**src/cps_pkg.sv**
```systemverilog
// constants, register map and carrier types for the clock prescale and sleep controller
package cps_pkg;

    // register indices on the plain port
    localparam logic [1:0] CPS_ADDR_TRIM = 2'h0;
    localparam logic [1:0] CPS_ADDR_DIV = 2'h1;
    localparam logic [1:0] CPS_ADDR_SLEEP = 2'h2;
    localparam logic [1:0] CPS_ADDR_STATUS = 2'h3;

    // divider control field layout
    localparam int CPS_DIV_CE_BIT = 7;
    localparam int CPS_DIV_SEL_LSB = 0;
    localparam int CPS_DIV_SEL_W = 4;
    localparam logic [3:0] CPS_SEL_RESET_PLAIN = 4'h0;
    localparam logic [3:0] CPS_SEL_RESET_DIV8 = 4'h3;
    localparam logic [3:0] CPS_SEL_MAX_LEGAL = 4'h8;

    // sleep control field layout: bit 0 enable, bits 3:1 mode
    localparam int CPS_SLP_EN_BIT = 0;
    localparam int CPS_SLP_MODE_LSB = 1;
    localparam logic [3:0] CPS_SLP_RESET = 4'h0;

    // timing counts in system clock cycles
    localparam logic [2:0] CPS_CE_WINDOW_CYCLES = 3'h4;
    localparam logic [7:0] CPS_WAKE_HALT_CYCLES = 8'h04;
    localparam logic [7:0] CPS_STARTUP_DEFAULT = 8'h06;

    // sleep mode codes
    localparam logic [2:0] CPS_MODE_IDLE = 3'h0;
    localparam logic [2:0] CPS_MODE_NOISE = 3'h1;
    localparam logic [2:0] CPS_MODE_DOWN = 3'h2;
    localparam logic [2:0] CPS_MODE_SAVE = 3'h3;
    localparam logic [2:0] CPS_MODE_STANDBY = 3'h6;
    localparam logic [2:0] CPS_MODE_EXT_STANDBY = 3'h7;

    // controller states
    typedef enum logic [1:0] {
        CPS_ACTIVE,
        CPS_ASLEEP,
        CPS_WAKING
    } cps_state_t;

    // clock domain and oscillator run enables
    typedef struct packed {
        logic cpu;
        logic flash;
        logic io;
        logic adc;
        logic asy;
        logic main_src;
        logic timer_osc;
    } cps_gate_t;

    // wake request lines, levels from the interrupt logic
    typedef struct packed {
        logic [7:0] ext_req;
        logic [7:0] ext_is_level;
        logic pin_change;
        logic twi_match;
        logic timer2;
        logic spm_ready;
        logic adc_done;
        logic wdt;
        logic other_io;
    } cps_wake_t;

endpackage

```
**src/cps_ctrl.sv**
```systemverilog
// clock prescaler, oscillator trim and sleep mode controller
`timescale 1ns/1ps
module cps_ctrl #(
    parameter logic [7:0] STARTUP_CYCLES = cps_pkg::CPS_STARTUP_DEFAULT
) (
    input wire logic clk_sys,
    input wire logic reset,
    input wire logic [1:0] reg_addr,
    input wire logic [7:0] reg_wdata,
    input wire logic reg_wr,
    input wire logic reg_rd,
    output logic [7:0] reg_rdata,
    input wire logic [7:0] factory_trim,
    input wire logic divide_by_eight_fuse,
    input wire logic timer2_async,
    input wire logic sleep_instr,
    input wire cps_pkg::cps_wake_t wake_src,
    output logic [7:0] trim_value,
    output logic sys_tick,
    output cps_pkg::cps_gate_t gate,
    output logic cpu_halted,
    output logic wake_dispatch
);
    import cps_pkg::*;

    // startup count is an 8-bit counter; the halt is added on top,
    // so a start-up near the top of the range would wrap the counter
    // and cut the wake delay short instead of stretching it
    if (STARTUP_CYCLES > 8'hF0) begin : g_startup_check
        $error("startup cycles too large for wake counter");
    end

    // decoded strobes
    logic wr_trim;
    logic wr_div;
    logic wr_sleep;
    assign wr_trim = reg_wr && (reg_addr == CPS_ADDR_TRIM);
    assign wr_div = reg_wr && (reg_addr == CPS_ADDR_DIV);
    assign wr_sleep = reg_wr && (reg_addr == CPS_ADDR_SLEEP);

    // ---------------- oscillator trim ----------------
    logic [7:0] trim_reg;
    logic [7:0] trim_next;

    // trim loads from the factory value at reset, otherwise any write retunes
    always_comb begin
        trim_next = trim_reg;
        if (wr_trim) begin
            trim_next = reg_wdata;
        end
    end

    // the analog oscillator reads this word directly: bit 7 picks the range,
    // bits 6:0 step the frequency upward within it, ranges overlap
    always_ff @(posedge clk_sys) begin
        if (reset) begin
            trim_reg <= factory_trim;
        end else begin
            trim_reg <= trim_next;
        end
    end
    assign trim_value = trim_reg;

    // ---------------- divider change protection ----------------
    logic ce_reg;
    logic ce_next;
    logic [2:0] ce_cnt_reg;
    logic [2:0] ce_cnt_next;
    logic [3:0] sel_reg; // software visible select
    logic [3:0] sel_next;
    logic ce_pattern; // write of enable bit with all others zero
    logic sel_write; // accepted select write

    assign ce_pattern = wr_div && (reg_wdata == (8'h01 << CPS_DIV_CE_BIT));
    // the select only changes inside the window and with the enable bit zero
    assign sel_write = wr_div && ce_reg && !reg_wdata[CPS_DIV_CE_BIT];

    // next state of the change enable window and the select
    always_comb begin
        ce_next = ce_reg;
        ce_cnt_next = ce_cnt_reg;
        sel_next = sel_reg;
        if (sel_write) begin
            sel_next = reg_wdata[CPS_DIV_SEL_LSB +: CPS_DIV_SEL_W];
            ce_next = 1'b0;
            ce_cnt_next = 3'h0;
        end else if (ce_reg) begin
            // a second arming write is ignored so the window cannot be stretched
            if (ce_cnt_reg == 3'h0) begin
                ce_next = 1'b0;
            end else begin
                ce_cnt_next = ce_cnt_reg - 3'h1;
            end
        end else if (ce_pattern) begin
            // any other write leaves the bit alone
            ce_next = 1'b1;
            ce_cnt_next = CPS_CE_WINDOW_CYCLES - 3'h1;
        end
    end

    // select reset value is taken from the fuse level while reset is high
    always_ff @(posedge clk_sys) begin
        if (reset) begin
            ce_reg <= 1'b0;
            ce_cnt_reg <= 3'h0;
            sel_reg <= divide_by_eight_fuse ? CPS_SEL_RESET_DIV8 : CPS_SEL_RESET_PLAIN;
        end else begin
            ce_reg <= ce_next;
            ce_cnt_reg <= ce_cnt_next;
            sel_reg <= sel_next;
        end
    end

    // ---------------- prescaler ----------------
    logic [3:0] act_sel_reg; // select the counter is running on
    logic [3:0] act_sel_next;
    logic [7:0] div_cnt_reg;
    logic [7:0] div_cnt_next;
    logic tick_reg;
    logic tick_next;
    logic [7:0] div_limit;
    logic period_end;

    // ratio minus one; reserved codes run at the slowest rate, the safe side
    function automatic logic [7:0] ratio_limit(input logic [3:0] sel);
        logic [8:0] full;
        full = 9'h001 << sel;
        if (sel > CPS_SEL_MAX_LEGAL) begin
            ratio_limit = 8'hFF;
        end else begin
            ratio_limit = 8'(full - 9'h001);
        end
    endfunction

    assign div_limit = ratio_limit(act_sel_reg);
    assign period_end = (div_cnt_reg == div_limit);

    // a new ratio is only adopted at the end of an old period, so no
    // shortened pulse and no rate faster than either setting appears
    always_comb begin
        act_sel_next = act_sel_reg;
        div_cnt_next = div_cnt_reg + 8'h01;
        tick_next = 1'b0;
        if (period_end) begin
            div_cnt_next = 8'h00;
            tick_next = 1'b1;
            act_sel_next = sel_reg;
        end
    end

    // the counter runs from the undivided clock at all times
    always_ff @(posedge clk_sys) begin
        if (reset) begin
            act_sel_reg <= divide_by_eight_fuse ? CPS_SEL_RESET_DIV8 : CPS_SEL_RESET_PLAIN;
            div_cnt_reg <= 8'h00;
            tick_reg <= 1'b0;
        end else begin
            act_sel_reg <= act_sel_next;
            div_cnt_reg <= div_cnt_next;
            tick_reg <= tick_next;
        end
    end
    assign sys_tick = tick_reg;

    // ---------------- sleep control ----------------
    logic [3:0] slp_reg; // bit 0 enable, bits 3:1 mode
    logic [3:0] slp_next;

    // plain read-write register
    always_comb begin
        slp_next = slp_reg;
        if (wr_sleep) begin
            slp_next = reg_wdata[3:0];
        end
    end

    always_ff @(posedge clk_sys) begin
        if (reset) begin
            slp_reg <= CPS_SLP_RESET;
        end else begin
            slp_reg <= slp_next;
        end
    end

    // ---------------- sleep state machine ----------------
    cps_state_t state_reg;
    cps_state_t state_next;
    logic [2:0] mode_reg; // mode latched at entry
    logic [2:0] mode_next;
    logic [7:0] wake_cnt_reg;
    logic [7:0] wake_cnt_next;
    logic dispatch_reg;
    logic dispatch_next;
    logic wake_hit;
    logic [7:0] ext_ok;
    logic [7:0] entry_wait; // start-up for the mode being left

    // edge requests on the upper lines need a running i/o clock to be seen,
    // which only idle keeps, so elsewhere they wait for a level request
    // upper lines count only as level requests outside idle
    always_comb begin
        ext_ok = wake_src.ext_req;
        if (mode_reg != CPS_MODE_IDLE) begin
            ext_ok[7:4] = wake_src.ext_req[7:4] & wake_src.ext_is_level[7:4];
        end
    end

    // wake sources allowed per mode
    always_comb begin
        wake_hit = (|ext_ok) || wake_src.pin_change || wake_src.twi_match || wake_src.wdt;
        unique case (mode_reg)
            CPS_MODE_IDLE: begin
                wake_hit = wake_hit || wake_src.timer2 || wake_src.spm_ready ||
                    wake_src.adc_done || wake_src.other_io;
            end
            CPS_MODE_NOISE: begin
                wake_hit = wake_hit || (wake_src.timer2 && timer2_async) ||
                    wake_src.spm_ready || wake_src.adc_done;
            end
            CPS_MODE_SAVE, CPS_MODE_EXT_STANDBY: begin
                wake_hit = wake_hit || wake_src.timer2;
            end
            default: begin
                // power-down, standby and reserved codes
                wake_hit = wake_hit;
            end
        endcase
    end

    // oscillator start-up only in power-down and power-save; reserved codes also stop the main source but wait none
    always_comb begin
        if (mode_reg == CPS_MODE_DOWN || mode_reg == CPS_MODE_SAVE) begin
            entry_wait = STARTUP_CYCLES;
        end else begin
            entry_wait = 8'h00;
        end
    end

    // active -> asleep -> waking -> active; the register file and memory
    // are never touched here, they simply lose their clock
    always_comb begin
        state_next = state_reg;
        mode_next = mode_reg;
        wake_cnt_next = wake_cnt_reg;
        dispatch_next = 1'b0;
        unique case (state_reg)
            CPS_ACTIVE: begin
                // with the enable clear the instruction falls through
                if (sleep_instr && slp_reg[CPS_SLP_EN_BIT]) begin
                    state_next = CPS_ASLEEP;
                    mode_next = slp_reg[CPS_SLP_MODE_LSB +: 3];
                end
            end
            CPS_ASLEEP: begin
                if (wake_hit) begin
                    state_next = CPS_WAKING;
                    wake_cnt_next = entry_wait + CPS_WAKE_HALT_CYCLES - 8'h01;
                end
            end
            CPS_WAKING: begin
                if (wake_cnt_reg == 8'h00) begin
                    state_next = CPS_ACTIVE;
                    dispatch_next = 1'b1;
                end else begin
                    wake_cnt_next = wake_cnt_reg - 8'h01;
                end
            end
        endcase
    end

    // reset from any state lands in active, so the cpu starts at its vector
    always_ff @(posedge clk_sys) begin
        if (reset) begin
            state_reg <= CPS_ACTIVE;
            mode_reg <= CPS_MODE_IDLE;
            wake_cnt_reg <= 8'h00;
            dispatch_reg <= 1'b0;
        end else begin
            state_reg <= state_next;
            mode_reg <= mode_next;
            wake_cnt_reg <= wake_cnt_next;
            dispatch_reg <= dispatch_next;
        end
    end
    assign wake_dispatch = dispatch_reg;

    // ---------------- clock gating ----------------
    cps_gate_t gate_reg;
    cps_gate_t gate_next;

    // per-mode run enables; while waking the source runs but cpu stays off
    always_comb begin
        gate_next = '{cpu: 1'b1, flash: 1'b1, io: 1'b1, adc: 1'b1, asy: 1'b1,
                      main_src: 1'b1, timer_osc: timer2_async};
        if (state_next == CPS_ASLEEP) begin
            gate_next = '0;
            unique case (mode_next)
                CPS_MODE_IDLE: begin
                    gate_next.io = 1'b1;
                    gate_next.adc = 1'b1;
                    gate_next.asy = 1'b1;
                    gate_next.main_src = 1'b1;
                    gate_next.timer_osc = timer2_async;
                end
                CPS_MODE_NOISE: begin
                    gate_next.adc = 1'b1;
                    gate_next.asy = 1'b1;
                    gate_next.main_src = 1'b1;
                    gate_next.timer_osc = timer2_async;
                end
                CPS_MODE_SAVE: begin
                    gate_next.asy = 1'b1;
                    gate_next.timer_osc = timer2_async;
                end
                CPS_MODE_STANDBY: begin
                    gate_next.main_src = 1'b1;
                end
                CPS_MODE_EXT_STANDBY: begin
                    gate_next.main_src = 1'b1;
                    gate_next.asy = timer2_async;
                    gate_next.timer_osc = timer2_async;
                end
                default: begin
                    // power-down and reserved codes stop everything
                    gate_next = '0;
                end
            endcase
        end else if (state_next == CPS_WAKING) begin
            gate_next.cpu = 1'b0;
            gate_next.flash = 1'b0;
        end
    end

    always_ff @(posedge clk_sys) begin
        if (reset) begin
            gate_reg <= '{cpu: 1'b1, flash: 1'b1, io: 1'b1, adc: 1'b1, asy: 1'b1,
                          main_src: 1'b1, timer_osc: 1'b0};
        end else begin
            gate_reg <= gate_next;
        end
    end
    assign gate = gate_reg;
    assign cpu_halted = !gate_reg.cpu;

    // ---------------- register read port ----------------
    logic [7:0] rdata_reg;
    logic [7:0] rdata_next;

    // status shows the running select, so software can see a pending change
    // read data stand only in the cycle after the strobe; unmapped is zero
    always_comb begin
        rdata_next = 8'h00;
        if (reg_rd) begin
            unique case (reg_addr)
                CPS_ADDR_TRIM: rdata_next = trim_reg;
                CPS_ADDR_DIV: rdata_next = {ce_reg, 3'h0, sel_reg};
                CPS_ADDR_SLEEP: rdata_next = {4'h0, slp_reg};
                CPS_ADDR_STATUS: rdata_next = {act_sel_reg, 1'b0, ce_cnt_reg};
            endcase
        end
    end

    always_ff @(posedge clk_sys) begin
        if (reset) begin
            rdata_reg <= 8'h00;
        end else begin
            rdata_reg <= rdata_next;
        end
    end
    assign reg_rdata = rdata_reg;

endmodule

```
**config.mk**
```make
export PLATFORM = sky130hd
export DESIGN_NAME = cps_ctrl
export DESIGN_NICKNAME = d
export VERILOG_FILES = /design/src/cps_pkg.sv /design/src/cps_ctrl.sv
export SDC_FILE = /design/constraint.sdc
export NUM_CORES = 1
export LEC_CHECK = 0
export BUFFER_PORTS_ARGS = -buffer_cell sky130_fd_sc_hd__buf_2
export CORE_UTILIZATION = 53
export DETAILED_ROUTE_END_ITERATION = 10
export PLACE_DENSITY_LB_ADDON = 0.15
export SYNTH_ARGS = -nofsm -noshare
export SYNTH_HDL_FRONTEND = slang
export SYNTH_SLANG_ARGS = --single-unit
export TNS_END_PERCENT = 10
```
**constraint.sdc**
```tcl
create_clock -name clk_sys -period 3.7 [get_ports clk_sys]
set_input_delay 0.74 -clock clk_sys [delete_from_list [all_inputs] [get_ports clk_sys]]
set_output_delay 0.74 -clock clk_sys [all_outputs]
set_load 0.005 [all_outputs]
```
==> flow_summary.yaml <==
layout:
  final_nets: 467
  syn2layout_area_growth_pct: 17.9
  multi_input_area_um2: 1570
  design_area_um2: 3660
  fin_cells: 486
  fillers: 480
  antenna_cells: 0
  seqCellArea_um2: 1380
  final_layout_size_suffix_gt1_share_pct: 24.2
grt:
  grt_max_degree: 48
  grt_pass1_wl_mm: 10.8
  grt_pass1_vias: 2413
  grt_remaining_overflow: 0
  grt_use_total_pct: 22.8
  antenna_found_initial: 0
logic_synthesis:
  yosys-top-cells-area: "dfxtp_1 (29%), edfxtp_1 (15%), ha_1 (4.0%), nand2_1 (3.9%), nor2_1 (3.9%)"
  synth_edf_count: 16
  ys_types: 52
  netlist.area_leader.share_pct: 29.0
  yosys_warnings: 0
  netlist_area_um2: 3100
  synth.cells.most_frequent: "dfxtp_1 (45), nand2_1 (32), nor2_1 (32)"
  yosysSeqAreaShare_pct: 44.5
  synth-seq-cells: 61
  postSynthAreaPerCell_um2: 9.10
  synth_most_common_cell: "dfxtp_1"
  syn-instance-count: 341
  synth-main-ff-cell: "dfxtp_1"
  ys_async_sr_fraction_pct: 0
  yosysTopAreaCell: "dfxtp_1"
  syn_nets: 399
floorplan:
  io_pins: 74
  die_area_um2: 6160
  die_x_um: 78.5
  core_um2: 5570
  start_util_pct: 55.6
  die-height_um: 78.5
  rows: 27
power_and_ir_drop:
  ir_worst_vdd_mv: 0.352
  powerDensity_nw_per_um2: 397
  p_leak_nw: 1.58
critical_path:
  cp-start-kind: "flip-flop"
  path_max_fanout: 11
  critical_path.cell_chain: "or2_2, or3_1, ha_1, mux2_4, o22ai_2, xnor2_1, nor4_4, or2_1"
  crit_family: "simple AND/OR/NAND/NOR gates"
  cp.required_ns: 3.73
  slowest_stage: "edfxtp_1"
  crit_buf_inv: 0
  worst-setup-path-type: "reg2reg"
  cpPeakStageDelay_ns: 0.54
  cp.arrival_ns: 2.95
  crit_path_end_kind: "flip-flop"
drt:
  vias: 2679
  first_pass_iters: 4
  wire_per_inst_um: 13.5
  drt_iter0_drc: 183
  wirelength_mm: 6.55
  drc: 0
  detail-route-antenna-nets: 0
  viasPerCell: 5.51
clocking:
  ctsHoldBuffers: 0
  clk_latency_ns: 0.33
  ctsRootBufferMaster: "clkbuf_8"
  cts_tree: "built"
  clk_pin_slew_ns: 0.06
  htree_levels: 3
  cts_setup_buffers: 0
  numClockSinks: 61
  ctsResizeCount: 0
  cts.path.max_buffers: 2
  cts_buffers: 9
sta:
  post-route-period-util_pct: 78.8
  fmax_mhz: 343
  skew_ns: 0.00556
  slew_viol_final: 0
  fin_tns_setup_ns: 0
  setup_viol: 0
  rsz0062_at_grt: "no"
  tightest_slew_ns: 0.487
  maxSlewHeadroom_pct: 67.5
  hold_violations: 0
  layout_min_cycle_time_ns: 2.92
placed_design:
  dp.cells: 470
  place_hpwl_mm: 4.90
  place_area_um2: 3470
  io_buffers: 69
  gp_congestion: 0.807
min_path:
  hold_path.class: "reg2reg"
run_status:
  status: "finished, final reports clean"
flow_run:
  cap_violations: 0
## kinds of logic after synthesis
| family | count (synthesis) | share of synthesized area (%) |
|---|---|---|
| DFF | 61 | 44.5 |
| xor gates and xnor gates | 11 | 3.11 |
| adders and majority gates | 10 | 4.03 |
| and+or+nand+nor | 148 | 23.9 |
| muxes | 12 | 5.41 |
| AOI/OAI and AO/OA | 67 | 14.0 |
| buffers and inverters | 32 | 5.00 |
## through the flow
stage          setup WS, ns  power, mW  hold WS, ns  utilization (%)
3_3_place_gp          0.822      0.898        0.473             62.2
2_1_floorplan         0.854      0.844        0.444                -
6_report              0.783       1.45        0.484             65.6
4_1_cts               0.778       1.46        0.486             65.6
3_5_place_dp          0.793      0.902        0.478             62.2
5_1_grt               0.611       1.52        0.509             65.6
## worst register-to-register path: cells and delay by family (launching register included)
kind / cells / cell delay, ns
DFF: 1 / 0.54
muxes: 1 / 0.30
and+or+nand+nor: 4 / 1.25
AOI/OAI and AO/OA: 1 / 0.15
xor gates and xnor gates: 1 / 0.12
adders and majority gates: 1 / 0.27
## routing by layer
metal | track usage, % | vias up | part of all wire [%]
li1 | - | 1355 | -
met1 | 28.3 | 1259 | 45
met2 | 37.0 | 50 | 48
met3 | 7.44 | 15 | 4.6
met4 | 7.96 | 0 | 1.7
met5 | 0 | - | 0
## final cells by class
type | count | share of cell area [%]
Timing Repair Buffer | 72 | 10.1
Clock buffer | 14 | 4.18
Multi-Input combinational cell | 248 | 42.8
Inverter | 17 | 1.75
Tap cell | 72 | 2.46
Sequential cell | 61 | 37.8
Clock inverter | 2 | 0.958
## power by group
part	leakage, nW	internal (mW)	switching [mW]	total (mW)
registers	0.523	0.714	0.0215	0.736
logic	0.967	0.0734	0.0784	0.152
clock network	0.0947	0.330	0.234	0.563
## cell usage in the layout (no fill, tap or decap), types with 5 or more instances in the layout
master and instances:
buf_2 69, dfxtp_1 45, nand2_1 32, nor2_1 32, a21oi_1 23, nand3_1 18
inv_1 17, nor3_1 17, edfxtp_1 16, o21ai_0 14, nor2b_1 12, ha_1 10
clkbuf_8 10, and3_1 9, xnor2_1 6, nand2b_1 5, nor4_1 5, xor2_1 5
## final timing paths
check	depth (start not counted)	start	end	slack, ns
min reg2reg	2	slp_reg[3]$_SDFFE_PP0P_	slp_reg[3]$_SDFFE_PP0P_	0.48
max	8	act_sel_reg[2]$_SDFFCE_PP0P_	act_sel_reg[2]$_SDFFCE_PP0P_	0.78
max reg2reg	8	act_sel_reg[2]$_SDFFCE_PP0P_	act_sel_reg[2]$_SDFFCE_PP0P_	0.78
min	2	slp_reg[3]$_SDFFE_PP0P_	slp_reg[3]$_SDFFE_PP0P_	0.48
Note: power is estimated with default switching activity, not from simulation.
